$ cat src/verilog/rtc_alarm_regs.vh
// register offsets, field positions and reset values of the alarm-zero compare block
`ifndef RTC_ALARM_REGS_VH
`define RTC_ALARM_REGS_VH

// byte offsets on the register bus
`define OFS_ALARM_SECONDS_MATCH 8'h00
`define OFS_ALARM_MINUTES_MATCH 8'h04
`define OFS_ALARM_HOURS_MATCH   8'h08
`define OFS_ALARM_DATE_MATCH    8'h0C
`define OFS_ALARM_MONTH_MATCH   8'h10
`define OFS_ALARM_WEEKDAY_MATCH 8'h14
`define OFS_INTERRUPT_CONTROL   8'h18
`define OFS_ALARM_STATUS        8'h1C
`define OFS_IRQ_MASK            8'h20
`define OFS_ALARM_STATE         8'h24

// alarm match register fields
`define MATCH_ENABLE_BIT        7
`define MATCH_VALUE_MSB         6

// interrupt control fields
`define IRQ_REPEAT_SELECT_BIT   7
`define ALARM_ZERO_ENABLE_BIT   5

// status and mask fields
`define ALARM_ZERO_FLAG_BIT     0

// alarm state fields (read only)
`define STATE_ARMED_BIT         0
`define STATE_LAST_MATCH_BIT    1
`define STATE_MATCH_NOW_BIT     2

// reset values
`define MATCH_RESET             8'h00
`define INTERRUPT_CONTROL_RESET 8'h00
`define IRQ_MASK_RESET          1'b0

`endif
$ cat src/verilog/alarm_event_status.v
// sticky event status with read-to-clear, mask and level interrupt
`timescale 1ns/1ps
`default_nettype none
`include "rtc_alarm_regs.vh"

module alarm_event_status #(
  parameter EVENTS = 1
) (
  input  wire              clk,
  input  wire              reset,
  input  wire              ce,
  input  wire [EVENTS-1:0] set_evt,
  input  wire [EVENTS-1:0] clear_bits,
  input  wire              mask_we,
  input  wire [EVENTS-1:0] mask_wdata,
  output reg  [EVENTS-1:0] status,
  output reg  [EVENTS-1:0] mask,
  output wire              irq
);

  wire [EVENTS-1:0] next_status;

  // a set in the clearing cycle survives the clear
  assign next_status = (status & ~clear_bits) | set_evt;

  always @(posedge clk or posedge reset) begin
    if (reset) begin
      status <= {EVENTS{1'b0}};
      mask   <= {EVENTS{`IRQ_MASK_RESET}};
    end else if (ce) begin
      status <= next_status;
      if (mask_we) begin
        mask <= mask_wdata;
      end
    end
  end

  assign irq = |(status & mask);

endmodule // alarm_event_status
`default_nettype wire

$ cat src/verilog/alarm_field_compare.v
// per-field comparison of alarm match registers against the current time
`timescale 1ns/1ps
`default_nettype none
`include "rtc_alarm_regs.vh"

module alarm_field_compare #(
  parameter FIELDS = 6
) (
  input  wire [FIELDS*8-1:0] match_bus,
  input  wire [FIELDS*8-1:0] time_bus,
  output wire [FIELDS-1:0]   field_hit,
  output wire                all_match
);

  genvar i;
  generate
    for (i = 0; i < FIELDS; i = i + 1) begin : g_field
      wire [7:0] match_reg;
      wire [7:0] time_val;
      assign match_reg = match_bus[i*8 +: 8];
      assign time_val  = time_bus[i*8 +: 8];
      assign field_hit[i] = ~match_reg[`MATCH_ENABLE_BIT] |
                            (match_reg[`MATCH_VALUE_MSB:0] == time_val[`MATCH_VALUE_MSB:0]);
    end
  endgenerate

  assign all_match = &field_hit;

endmodule // alarm_field_compare
`default_nettype wire

$ cat src/verilog/rtc_alarm_compare.v
// alarm-zero compare block with APB register access and interrupt
`timescale 1ns/1ps
`default_nettype none
`include "rtc_alarm_regs.vh"

// Summary of operation
// - match register: enable bit seven, BCD value
// - all-zero match register ignores its field
// - repeat select low: alarm fires once
// - alarm needs enable bit five set
// - evaluate when time advances into match
// - match sets alarm_zero_flag in status
// - repeat select bit seven: periodic pulses
// - seconds-only pulsed alarm fires every minute
// - pulsed: flag set each trigger, no clear needed
module rtc_alarm_compare #(
  parameter FIELDS = 6
) (
  // clock, reset, enable
  input  wire        SYS_CLK,
  input  wire        RESET,
  input  wire        CE,
  // apb slave
  input  wire        PSEL,
  input  wire        PENABLE,
  input  wire        PWRITE,
  input  wire [7:0]  PADDR,
  input  wire [31:0] PWDATA,
  output wire        PREADY,
  output reg  [31:0] PRDATA,
  output reg         PSLVERR,
  // running time, BCD, valid in the tick cycle
  input  wire        TIME_TICK,
  input  wire [7:0]  TIME_SECONDS,
  input  wire [7:0]  TIME_MINUTES,
  input  wire [7:0]  TIME_HOURS,
  input  wire [7:0]  TIME_DATE,
  input  wire [7:0]  TIME_MONTH,
  input  wire [7:0]  TIME_WEEKDAY,
  // alarm outputs
  output wire        IRQ,
  output reg         ALARM_PULSE,
  output wire        ALARM_ZERO_FLAG
);

  // bus phases
  wire        capture;
  wire        access_done;
  wire        wr_en;
  wire        rd_done;
  reg         rd_loaded;
  reg         addr_hit;
  reg  [31:0] read_mux;
  reg  [7:0]  captured_status;

  // address decode
  wire        sel_control;
  wire        sel_status;
  wire        sel_mask;
  wire        sel_rearm;

  // registers
  wire [FIELDS*8-1:0] match_bus;
  reg  [7:0]          interrupt_control;
  reg                 armed;
  reg                 last_match;

  // compare and events
  wire [FIELDS*8-1:0] time_bus;
  wire [FIELDS-1:0]   field_hit;
  wire                all_match;
  wire                irq_repeat_select;
  wire                alarm_zero_enable;
  wire                match_entered;
  wire                fire_allowed;
  wire                fire;
  wire                match_write;
  wire [0:0]          status;
  wire [0:0]          mask;
  wire [0:0]          clear_bits;
  wire                mask_we;

  // offset of each alarm match field in the same order as time_bus
  function [7:0] field_offset;
    input integer idx;
    begin
      case (idx)
        0:       field_offset = `OFS_ALARM_SECONDS_MATCH;
        1:       field_offset = `OFS_ALARM_MINUTES_MATCH;
        2:       field_offset = `OFS_ALARM_HOURS_MATCH;
        3:       field_offset = `OFS_ALARM_DATE_MATCH;
        4:       field_offset = `OFS_ALARM_MONTH_MATCH;
        default: field_offset = `OFS_ALARM_WEEKDAY_MATCH;
      endcase
    end
  endfunction

  //--- apb slave

  // no wait state unless the clock enable is low over the setup edge or the access edge: read data
  // and error must be captured on an enabled edge before the access may complete
  assign PREADY      = CE & rd_loaded;
  assign capture     = PSEL & ~rd_loaded;
  assign access_done = PSEL & PENABLE & PREADY;
  assign wr_en       = access_done & PWRITE & ~PSLVERR;
  assign rd_done     = access_done & ~PWRITE & ~PSLVERR;

  assign sel_control = PADDR == `OFS_INTERRUPT_CONTROL;
  assign sel_status  = PADDR == `OFS_ALARM_STATUS;
  assign sel_mask    = PADDR == `OFS_IRQ_MASK;
  // match registers and interrupt control sit below the status register
  assign sel_rearm   = PADDR <= `OFS_INTERRUPT_CONTROL;

  always @* begin
    addr_hit = 1'b1;
    read_mux = 32'h0000_0000;
    case (PADDR)
      `OFS_ALARM_SECONDS_MATCH: read_mux[7:0] = match_bus[7:0];
      `OFS_ALARM_MINUTES_MATCH: read_mux[7:0] = match_bus[15:8];
      `OFS_ALARM_HOURS_MATCH:   read_mux[7:0] = match_bus[23:16];
      `OFS_ALARM_DATE_MATCH:    read_mux[7:0] = match_bus[31:24];
      `OFS_ALARM_MONTH_MATCH:   read_mux[7:0] = match_bus[39:32];
      `OFS_ALARM_WEEKDAY_MATCH: read_mux[7:0] = match_bus[47:40];
      `OFS_INTERRUPT_CONTROL:   read_mux[7:0] = interrupt_control;
      `OFS_ALARM_STATUS:        read_mux[`ALARM_ZERO_FLAG_BIT] = status[0];
      `OFS_IRQ_MASK:            read_mux[`ALARM_ZERO_FLAG_BIT] = mask[0];
      `OFS_ALARM_STATE: begin
        read_mux[`STATE_ARMED_BIT]      = armed;
        read_mux[`STATE_LAST_MATCH_BIT] = last_match;
        read_mux[`STATE_MATCH_NOW_BIT]  = all_match;
      end
      default:                  addr_hit = 1'b0;
    endcase
  end

  // read data and error are captured on the first enabled edge of a transfer
  always @(posedge SYS_CLK or posedge RESET) begin
    if (RESET) begin
      PRDATA          <= 32'h0000_0000;
      PSLVERR         <= 1'b0;
      captured_status <= 8'h00;
    end else if (CE) begin
      if (capture) begin
        PRDATA          <= read_mux;
        PSLVERR         <= ~addr_hit;
        captured_status <= read_mux[7:0];
      end
    end
  end

  // marks that the current transfer has its read data and error in place
  always @(posedge SYS_CLK or posedge RESET) begin
    if (RESET) begin
      rd_loaded <= 1'b0;
    end else if (CE) begin
      if (capture) begin
        rd_loaded <= 1'b1;
      end else if (access_done) begin
        rd_loaded <= 1'b0;
      end
    end
  end

  //--- alarm match and control registers

  genvar i;
  generate
    for (i = 0; i < FIELDS; i = i + 1) begin : g_match_reg
      reg [7:0] field_value;
      always @(posedge SYS_CLK or posedge RESET) begin
        if (RESET) begin
          field_value <= `MATCH_RESET;
        end else if (CE && wr_en && PADDR == field_offset(i)) begin
          field_value <= PWDATA[7:0];
        end
      end
      assign match_bus[i*8 +: 8] = field_value;
    end
  endgenerate

  always @(posedge SYS_CLK or posedge RESET) begin
    if (RESET) begin
      interrupt_control <= `INTERRUPT_CONTROL_RESET;
    end else if (CE && wr_en && sel_control) begin
      interrupt_control <= PWDATA[7:0];
    end
  end

  assign irq_repeat_select = interrupt_control[`IRQ_REPEAT_SELECT_BIT];
  assign alarm_zero_enable = interrupt_control[`ALARM_ZERO_ENABLE_BIT];

  //--- comparison

  assign time_bus = {TIME_WEEKDAY, TIME_MONTH, TIME_DATE,
                     TIME_HOURS, TIME_MINUTES, TIME_SECONDS};

  alarm_field_compare #(
    .FIELDS    (FIELDS)
  ) u_compare (
    .match_bus (match_bus),
    .time_bus  (time_bus),
    .field_hit (field_hit),
    .all_match (all_match)
  );

  // any write to a match register or to interrupt control re-arms a single-event alarm
  assign match_write = wr_en & sel_rearm;

  // compare only on the second tick
  // fire on entry into the match
  assign match_entered = TIME_TICK & all_match & ~last_match;

  assign fire_allowed = irq_repeat_select | armed;

  assign fire = match_entered & alarm_zero_enable & fire_allowed;

  // last_match tracks the compare result at each tick so that a field held equal
  // for many seconds (minute resolution) fires once, on the 59 to 00 rollover
  always @(posedge SYS_CLK or posedge RESET) begin
    if (RESET) begin
      last_match <= 1'b0;
    end else if (CE) begin
      if (TIME_TICK) begin
        last_match <= all_match;
      end
    end
  end

  // re-arming wins over disarming so a write in the firing cycle is not lost
  always @(posedge SYS_CLK or posedge RESET) begin
    if (RESET) begin
      armed <= 1'b1;
    end else if (CE) begin
      if (match_write) begin
        armed <= 1'b1;
      end else if (fire && !irq_repeat_select) begin
        armed <= 1'b0;
      end
    end
  end

  always @(posedge SYS_CLK or posedge RESET) begin
    if (RESET) begin
      ALARM_PULSE <= 1'b0;
    end else if (CE) begin
      ALARM_PULSE <= fire & irq_repeat_select;
    end
  end

  //--- status, mask and interrupt

  // only bits that the read actually reported are cleared
  assign clear_bits = (rd_done & sel_status) ?
                      captured_status[`ALARM_ZERO_FLAG_BIT:`ALARM_ZERO_FLAG_BIT] : 1'b0;
  assign mask_we    = wr_en & sel_mask;

  alarm_event_status #(
    .EVENTS     (1)
  ) u_status (
    .clk        (SYS_CLK),
    .reset      (RESET),
    .ce         (CE),
    .set_evt    (fire),
    .clear_bits (clear_bits),
    .mask_we    (mask_we),
    .mask_wdata (PWDATA[`ALARM_ZERO_FLAG_BIT:`ALARM_ZERO_FLAG_BIT]),
    .status     (status),
    .mask       (mask),
    .irq        (IRQ)
  );

  assign ALARM_ZERO_FLAG = status[0];

endmodule // rtc_alarm_compare
`default_nettype wire

$ cat config.mk
export PLATFORM = sky130hd
export DESIGN_NAME = rtc_alarm_compare
export DESIGN_NICKNAME = d
export VERILOG_FILES = /design/src/verilog/alarm_event_status.v /design/src/verilog/alarm_field_compare.v /design/src/verilog/rtc_alarm_compare.v
export VERILOG_INCLUDE_DIRS = /design/src /design/src/verilog
export SDC_FILE = /design/constraint.sdc
export NUM_CORES = 1
export LEC_CHECK = 0
export BUFFER_PORTS_ARGS = -buffer_cell sky130_fd_sc_hd__buf_2
export CELL_PAD_IN_SITES_DETAIL_PLACEMENT = 0
export CELL_PAD_IN_SITES_GLOBAL_PLACEMENT = 1
export CORE_UTILIZATION = 40
export DETAILED_ROUTE_END_ITERATION = 8
export PLACE_DENSITY = 0.92
export SKIP_LAST_GASP = 1
export SLEW_MARGIN = 10
export SYNTH_ARGS = -nofsm -noshare
export SYNTH_HDL_FRONTEND = slang
export SYNTH_SLANG_ARGS = --single-unit
export TNS_END_PERCENT = 100
$ cat constraint.sdc
create_clock -name SYS_CLK -period 3 [get_ports SYS_CLK]
set_input_delay 0.45 -clock SYS_CLK [delete_from_list [all_inputs] [get_ports SYS_CLK]]
set_output_delay 0.45 -clock SYS_CLK [all_outputs]
set_load 0.03 [all_outputs]
==> Word-level counts from Yosys, hierarchy flattened <==
Cells that the tools add are included.
{ "word_totals": {"register_bits": 71, "wordCells": 98, "in_bits": 95} }
{ "classes": {"bitwise_logic": 38, "n_reduce_logical": 20, "n_eq_ne": 15, "order_cmp": 1, "n_mux": 9} }
{ "op_table": {"columns": ["op", "n"], "rows": [
  ["7-bit == test", 6],
  ["5-bit case mux with 7 select lines", 1],
  ["8-bit by 5-bit == test with 1-bit output, second input constant", 4],
  ["1-bit AND", 18],
  ["8-bit by 4-bit == test with 1-bit output, second input constant", 2],
  ["8-bit by 6-bit == test with 1-bit output, second input constant", 2],
  ["2-bit case mux with 8 select lines", 1],
  ["1-bit NOT", 12],
  ["1-bit case mux with 10 select lines", 1],
  ["2-bit AND reduction", 5],
  ["10-bit OR reduction", 1],
  ["1-bit logical AND", 9],
  ["8-bit by 3-bit == test with 1-bit output, second input constant", 1],
  ["8-bit by 5-bit <= comparator with 1-bit output, second input constant", 1],
  ["8-bit logical NOT", 1],
  ["1-bit OR", 8],
  ["1-bit 2-to-1 mux", 6],
  ["6-bit AND reduction", 1],
  ["2-bit nonzero test", 2],
  ["1-bit logical NOT", 1]
]} }

==> Longest topological paths before layout <==
Gate-level depths: netlist (run 1).
{ "depth": {"word_depth": 10, "mapped_depth": 7} }

==> Modules after synthesis <==
Synthesis (run 1) repeated with hierarchy kept, for this count alone.
{ "unflattened": {"cells_unflattened": 342, "area_unflattened_um2": 4136.5} }
{ "by_module_without_submodules": {"columns": ["mod", "seq_area_each_um2", "n_inst", "cells_per_inst", "area_per_inst_um2"], "rows": [
  ["rtc_alarm_compare", 1727.9, 1, 277, 3527.1],
  ["alarm_field_compare", 0.0, 1, 57, 516.7],
  ["alarm_event_status", 50.0, 1, 8, 92.6]
]} }

==> Least setup slack after synthesis (run 1) <==
Ideal clock, no wire load.
{ "synth_path": {"path_kind": "input-to-reg", "startpoint": "input port PADDR[3]", "endpoint": "register g_match_reg[1].field_value[0]", "arrival_time_ps": 1821, "t_required_ps": 2875, "n_path_buf": 2, "setup_slack_ps": 1054, "path_stages": 6, "path_cell_list": "buf_2 -> nor3_2 -> buf_4 -> nand3_2 -> nor3_2 -> mux2_2"} }
{ "synth_via": {"elab_chain_len": 2} }
{ "synth_rtl": {"columns": ["item", "line_no", "text"], "rows": [
  ["start: declaration", "rtc_alarm_compare.v:27", "input wire [7:0] PADDR,"],
  ["8-bit by 3-bit == test with 1-bit output", "rtc_alarm_compare.v:173", "end else if (CE && wr_en && PADDR == field_offset(i)) begin"],
  ["1-bit logical AND", "rtc_alarm_compare.v:173", null],
  ["end signal: assignment", "rtc_alarm_compare.v:172", "field_value <= `MATCH_RESET;"],
  ["end signal: assignment", "rtc_alarm_compare.v:174", "field_value <= PWDATA[7:0];"],
  ["end: declaration", "rtc_alarm_compare.v:169", "reg [7:0] field_value;"]
]} }
Every way passes these cells.
A chain may end at the register's enable or synchronous reset.

==> Worst setup path in the final report (run 1) <==
{ "layout_path": {"startpoint": "register rd_loaded", "endpoint": "register g_match_reg[3].field_value[0]"} }
{ "layout_via": {"elab_chain_len": 6} }
{ "layout_rtl": {"columns": ["item", "line_no", "text"], "rows": [
  ["start: declaration", "rtc_alarm_compare.v:51", "reg rd_loaded;"],
  ["start signal: assignment", "rtc_alarm_compare.v:154", "rd_loaded <= 1'b0;"],
  ["start signal: assignment", "rtc_alarm_compare.v:157", "rd_loaded <= 1'b1;"],
  ["start signal: assignment", "rtc_alarm_compare.v:159", "rd_loaded <= 1'b0;"],
  ["1-bit AND", "rtc_alarm_compare.v:102", "assign PREADY = CE & rd_loaded;"],
  ["1-bit AND", "rtc_alarm_compare.v:104", "assign access_done = PSEL & PENABLE & PREADY;"],
  ["1-bit AND (2 in series)", "rtc_alarm_compare.v:105", "assign wr_en = access_done & PWRITE & ~PSLVERR;"],
  ["1-bit logical AND (2 in series)", "rtc_alarm_compare.v:173", null],
  ["end signal: assignment", "rtc_alarm_compare.v:172", null],
  ["end signal: assignment", "rtc_alarm_compare.v:174", null],
  ["end: declaration", "rtc_alarm_compare.v:169", null]
]} }
Every way passes these cells.

==> impl_metrics.toml, run 1 <==
[sta]
setup_violations = 0
finalCriticalPeriod_ns = 2.18
relSlewSlack = 0.505
tightest_slew_ns = 0.737
final-max-slew-violation-count = 0
fmax_ghz = 0.459
rsz0062_at_grt = "no"
whs_ns = 0.164
tns_ns = 0
finalHoldViolations = 0
period_share = 0.726
finalClockSkew_ns = 0.00598

[floorplanning]
core_mm2 = 0.00986
chipWidth_um = 103
dieArea_mm2 = 0.0107
row_count = 36
initial_core_util = 0.417
die_h_um = 103
ios = 132

[worst_setup_path]
critPathArrivalTime_ns = 2.42
endpoint_kind = "flop"
start_kind = "flop"
crit-reg2reg-launch = "rd_loaded"
required_ns = 3.25
worst-path-max-fanout = 8
crit_type = "flop to flop"
crit_start = "rd_loaded"

[global_route]
grt_max_degree = 72
antenna_found_initial = 0
gr-usage-met1 = 0.284
grt_usage = 0.211
grt_pass1_wl_um = 16100
overflow = 0
grt_busiest_layer = "met2"
grtUsageMet2 = 0.329
use_met3 = 0.0544
first_global_vias = 2969

[outcome]
status = "completed"

[synth]
synth_top_family_by_area = "multiplexers"
ys_types = 55
synth_xor_area_frac = 0.0895
synth_seq_area_share = 0.433
netlist_area_mm2 = 0.00411
synth-edff-count = 0
synth_compound_area_frac = 0.0804
synth_flop_cell = "dfrtp_1"
muxShareOfSynthArea = 0.226
synth-simple-area-share = 0.105
ys_ff_latch = 71
async_flop_share = 1.00
yosys.area_share.adder = 0
yosys_warnings = 0
syn-instance-count = 351
syn_avg_cell_area_um2 = 11.7

[power]
worst_ir_drop_vdd_v = 0.000160
p_leak_nw = 2.34
p_per_area_mw_per_mm2 = 398

[clock_tree]
path_clk_slew_ns = 0.08
clk_path_buf_depth = 2
cts_buffers = 9
hold_buffers = 0
tritoncts = "done"
clock-sinks = 71
clk_latency_ns = 0.36
cts_resized = 0
postCtsSetupBuffers = 0
htreeDepth = 3
ctsRootBufferMaster = "clkbuf_8"

[finish]
nets = 531
diodes = 0
layout-drive-gt1-share = 0.408
area_growth_pct = 16.0
fill_cells = 911

[detailed_routing]
drtIter0Drc = 198
drc = 0
dr_total_vias = 3070
antenna_left = 0
routed_wl_um = 10400
routed_via_density = 5.35
dr.pass1.iters = 4
routedWlPerCell_um = 18.1

[place]
detailed_place_hpwl_um = 7840
port_buffers = 77
globalplace.congestion = 0.875

[min_path]
hp-class = "input pin to asynchronous set/reset pin"

[job]
cap_violations = 0
cell families (layout without fill, tap and decap cells):
logic type	Yosys count	count (layout)
simple gates	72	72
xor+xnor	42	42
compound gates	47	47
flops	71	71
other cells	1	24
buf+inv	42	109
mux	76	76
per-stage QoR:
stage	util	cells	cell area, µm²	power (W)	setup slack, ns
after floorplan	-	374	4200	0.00115	0.755
after global placement	0.466	558	4590	0.00123	0.622
after detailed placement	0.466	558	4590	0.00123	0.629
after CTS	0.483	574	4770	0.00192	0.835
after global routing	0.483	574	4770	0.00198	0.737
final	0.483	574	4770	0.00190	0.823
synth_stat cells, types with 2 or more instances:
cell type / count / area (µm²)
dfrtp_1: 70 / 1750
mux2_2: 51 / 574
buf_4: 26 / 195
nand2_1: 25 / 93.8
xnor2_1: 24 / 210
xor2_1: 18 / 158
o21ai_0: 17 / 85.1
mux2i_1: 12 / 120
mux2_4: 8 / 120
buf_2: 7 / 35.0
nand4_1: 7 / 43.8
o41ai_1: 7 / 61.3
nor2_1: 6 / 22.5
mux4_2: 5 / 113
nor3_1: 5 / 25.0
a32oi_1: 4 / 35.0
clkbuf_1: 4 / 15.0
inv_1: 4 / 15.0
nand3_1: 4 / 20.0
o31ai_1: 3 / 22.5
a211oi_1: 2 / 15.0
a22oi_1: 2 / 15.0
and2_1: 2 / 12.5
and3_1: 2 / 12.5
nand4_2: 2 / 25.0
nand4b_1: 2 / 17.5
nor2b_1: 2 / 12.5
nor3_2: 2 / 20.0
nor4b_1: 2 / 17.5
critical path: stages, from the launching register on:
cell and delay [ns]:
dfrtp_1 0.41, nand4_2 0.17, nor2_4 0.15, nand2_2 0.13, or4_1 0.79, mux2_4 0.41
state kept, by name (all words and copies together), names as in the netlist:
| signal | count |
|---|---|
| ALARM_PULSE | 1 |
| PRDATA | 8 |
| PSLVERR | 1 |
| armed | 1 |
| g_match.field_value | 48 |
| interrupt_control | 8 |
| last_match | 1 |
| rd_loaded | 1 |
| u_status.mask | 1 |
| u_status.status | 1 |
area by class of cell:
class                           count  area, µm²  share of cell area
Timing Repair Buffer               89        488               0.102
Sequential cell                    71       1780               0.373
Inverter                            4       15.0             0.00315
Clock inverter                      6       36.3             0.00761
Clock buffer                       10        138              0.0289
Tap cell                          133        166              0.0349
Multi-Input combinational cell    261       2150               0.450
path summary, 6_finish.rpt:
check | endpoint | slack [ns] | cells past startpoint
hold reg to reg | PRDATA[4] | 0.47 | 2
setup reg to reg | g_match_reg[3].field_value[0] | 0.82 | 5
setup / recovery | g_match_reg[3].field_value[0] | 0.82 | 5
min in group SYS_CLK | last_match | 0.40 | 3
hold / removal | g_match_reg[0].field_value[0] | 0.16 | 3
max in group asynchronous | armed | 2.52 | 3
metal layers:
layer  wire [µm]  up-vias
met5           0        -
met4         211        0
met3         759       19
met2        4960      139
met1        4470     1509
li1            -     1403
where the power goes:
group | internal, W | total, W | switching (W) | leakage, nW
combinational | 0.0000795 | 0.000234 | 0.000154 | 1.27
sequential | 0.000966 | 0.000975 | 0.00000947 | 0.978
clock | 0.000318 | 0.000690 | 0.000372 | 0.0918
cell usage in the layout (no fill, tap or decap), drive strengths merged, types with 3 or more instances in the layout:
cell type,count
dfrtp,70
a32oi,4
nand2,26
nand3,5
mux4,5
nand4,9
inv,4
o41ai,7
nor2,7
xor2,18
conb,24
o21ai,17
buf,89
clkbuf,10
nor3,7
xnor2,24
o31ai,3
mux2i,12
clkinv,5
mux2,59
(Power assumes the default switching activity.)
==> run 2, diff against run 1 <==
clock period = 2.15 ns   (was 3 ns; I/O delays follow)
==> run 2 against run 1 <==
Global-route usage grew 0.51 points. First-iteration DRC count shrank 13%. Cell count grew 2.4%. Flip-flop and latch count is the same. Maximum frequency grew 12%. Sequential share of layout area shrank 1.0 points. Setup slack lost 0.62 ns. Power grew 41%. Combinational power grew 45%.
==> impl_metrics.toml, run 2 (same netlist as run 1, synthesis figures left out) <==
[clock_tree]
ctsRootBufferMaster = "clkbuf_8"
path_clk_slew_ns = 0.07
postCtsSetupBuffers = 0
clk_path_buf_depth = 2
cts_buffers = 9
clk_latency_ns = 0.35
tritoncts = "done"
htreeDepth = 3
clock-sinks = 71

[sta]
finalHoldViolations = 0
tns_ns = 0
rsz0062_at_grt = "no"
finalCriticalPeriod_ns = 1.95
whs_ns = 0.0360
period_share = 0.906
setup_violations = 0
fmax_ghz = 0.513
final-max-slew-violation-count = 0
finalClockSkew_ns = 0.00757

[finish]
layout_common_cells = "77 x buf_2, 70 x dfrtp_1, 51 x mux2_2"
final_area_mm2 = 0.00490
nets = 545
largest_reg_flops = 48
layout-drive-gt1-share = 0.429
area_growth_pct = 19.3
top_regs = "g_match.field_value: 48 flops, PRDATA: 8 flops, interrupt_control: 8 flops"
diodes = 0
layout_commonest_cell = "buf_2"
fill_cells = 887
final_util = 0.497
multiInputGateArea_mm2 = 0.00216
layout.cells.non_filler = 588
largest_register = "g_match.field_value"
regArea_mm2 = 0.00178

[power]
p_leak_nw = 2.41
p_per_area_mw_per_mm2 = 546
worst_ir_drop_vdd_v = 0.000240

[floorplanning]
row_count = 36
ios = 132
die_h_um = 103
core_mm2 = 0.00986
chipWidth_um = 103
dieArea_mm2 = 0.0107
initial_core_util = 0.417

[worst_setup_path]
worst-path-max-fanout = 8
start_kind = "flop"
critPathArrivalTime_ns = 2.18
crit_type = "flop to flop"
endpoint_kind = "flop"
required_ns = 2.39

[detailed_routing]
drtIter0Drc = 173
routed_wl_um = 10700
dr_total_vias = 3119
drc = 0
dr.pass1.iters = 4
antenna_left = 0
routedWlPerCell_um = 18.1
routed_via_density = 5.30

[place]
placedCellCount = 572
detailed_place_hpwl_um = 8190
globalplace.congestion = 0.889
dpl_cell_area_mm2 = 0.00471
port_buffers = 77

[global_route]
grt_max_degree = 72
grt_usage = 0.216
first_global_vias = 3231
grt_pass1_wl_um = 16600
antenna_found_initial = 0
overflow = 0

[min_path]
hp-class = "input pin to asynchronous set/reset pin"

[outcome]
status = "completed"

[job]
cap_violations = 0
==> run 2: cell type report <==
cell class	count	share of cell area
inverter	4	0.00306
timing repair buffer	103	0.124
sequential	71	0.363
multi-input combinational	261	0.441
tap	133	0.0340
clock buffer	12	0.0317
clock inverter	4	0.00408
==> run 2: repair_timing <==
item	in CTS	in global routing
endpoints found under the hold margin	0	0
hold buffers	0	0
setup endpoints to repair	0	5
resized for setup	0	2
==> run 2: path summary, 6_finish.rpt <==
path | start | end | slack [ns] | depth (start not counted)
max reg2reg | rd_loaded | g_match_reg[3].field_value[7] | 0.20 | 6
max in group asynchronous | RESET | rd_loaded | 1.79 | 3
min | RESET | g_match_reg[0].field_value[0] | 0.04 | 3
max | rd_loaded | g_match_reg[3].field_value[7] | 0.20 | 6
min in group SYS_CLK | TIME_TICK | last_match | 0.28 | 3
min reg2reg | PRDATA[1] | PRDATA[1] | 0.47 | 2
==> run 2: worst max-delay path: stages (launching register included) <==
cell	delay, ns
dfrtp_1	0.40
nand4_2	0.16
nor2_4	0.15
nand2_2	0.13
or4_1	0.48
buf_4	0.21
mux2_4	0.31
==> run 2: through the flow <==
stage | setup WS, ns | power [W]
2_1_floorplan | 0.0326 | 0.00161
3_3_place_gp | 0.145 | 0.00172
3_5_place_dp | 0.117 | 0.00172
4_1_cts | 0.164 | 0.00269
5_1_grt | 0.0582 | 0.00277
6_report | 0.202 | 0.00267
==> run 2: layer usage <==
metal / part of all wire / GRT usage
met3: 0.074 / 0.0659
met2: 0.49 / 0.352
met4: 0.025 / 0.0943
met1: 0.42 / 0.264
met5: 0 / 0
==> run 2: where the power goes <==
group	switching, W	internal (W)
registers	0.0000126	0.00135
logic	0.000221	0.000118
clock network	0.000501	0.000475
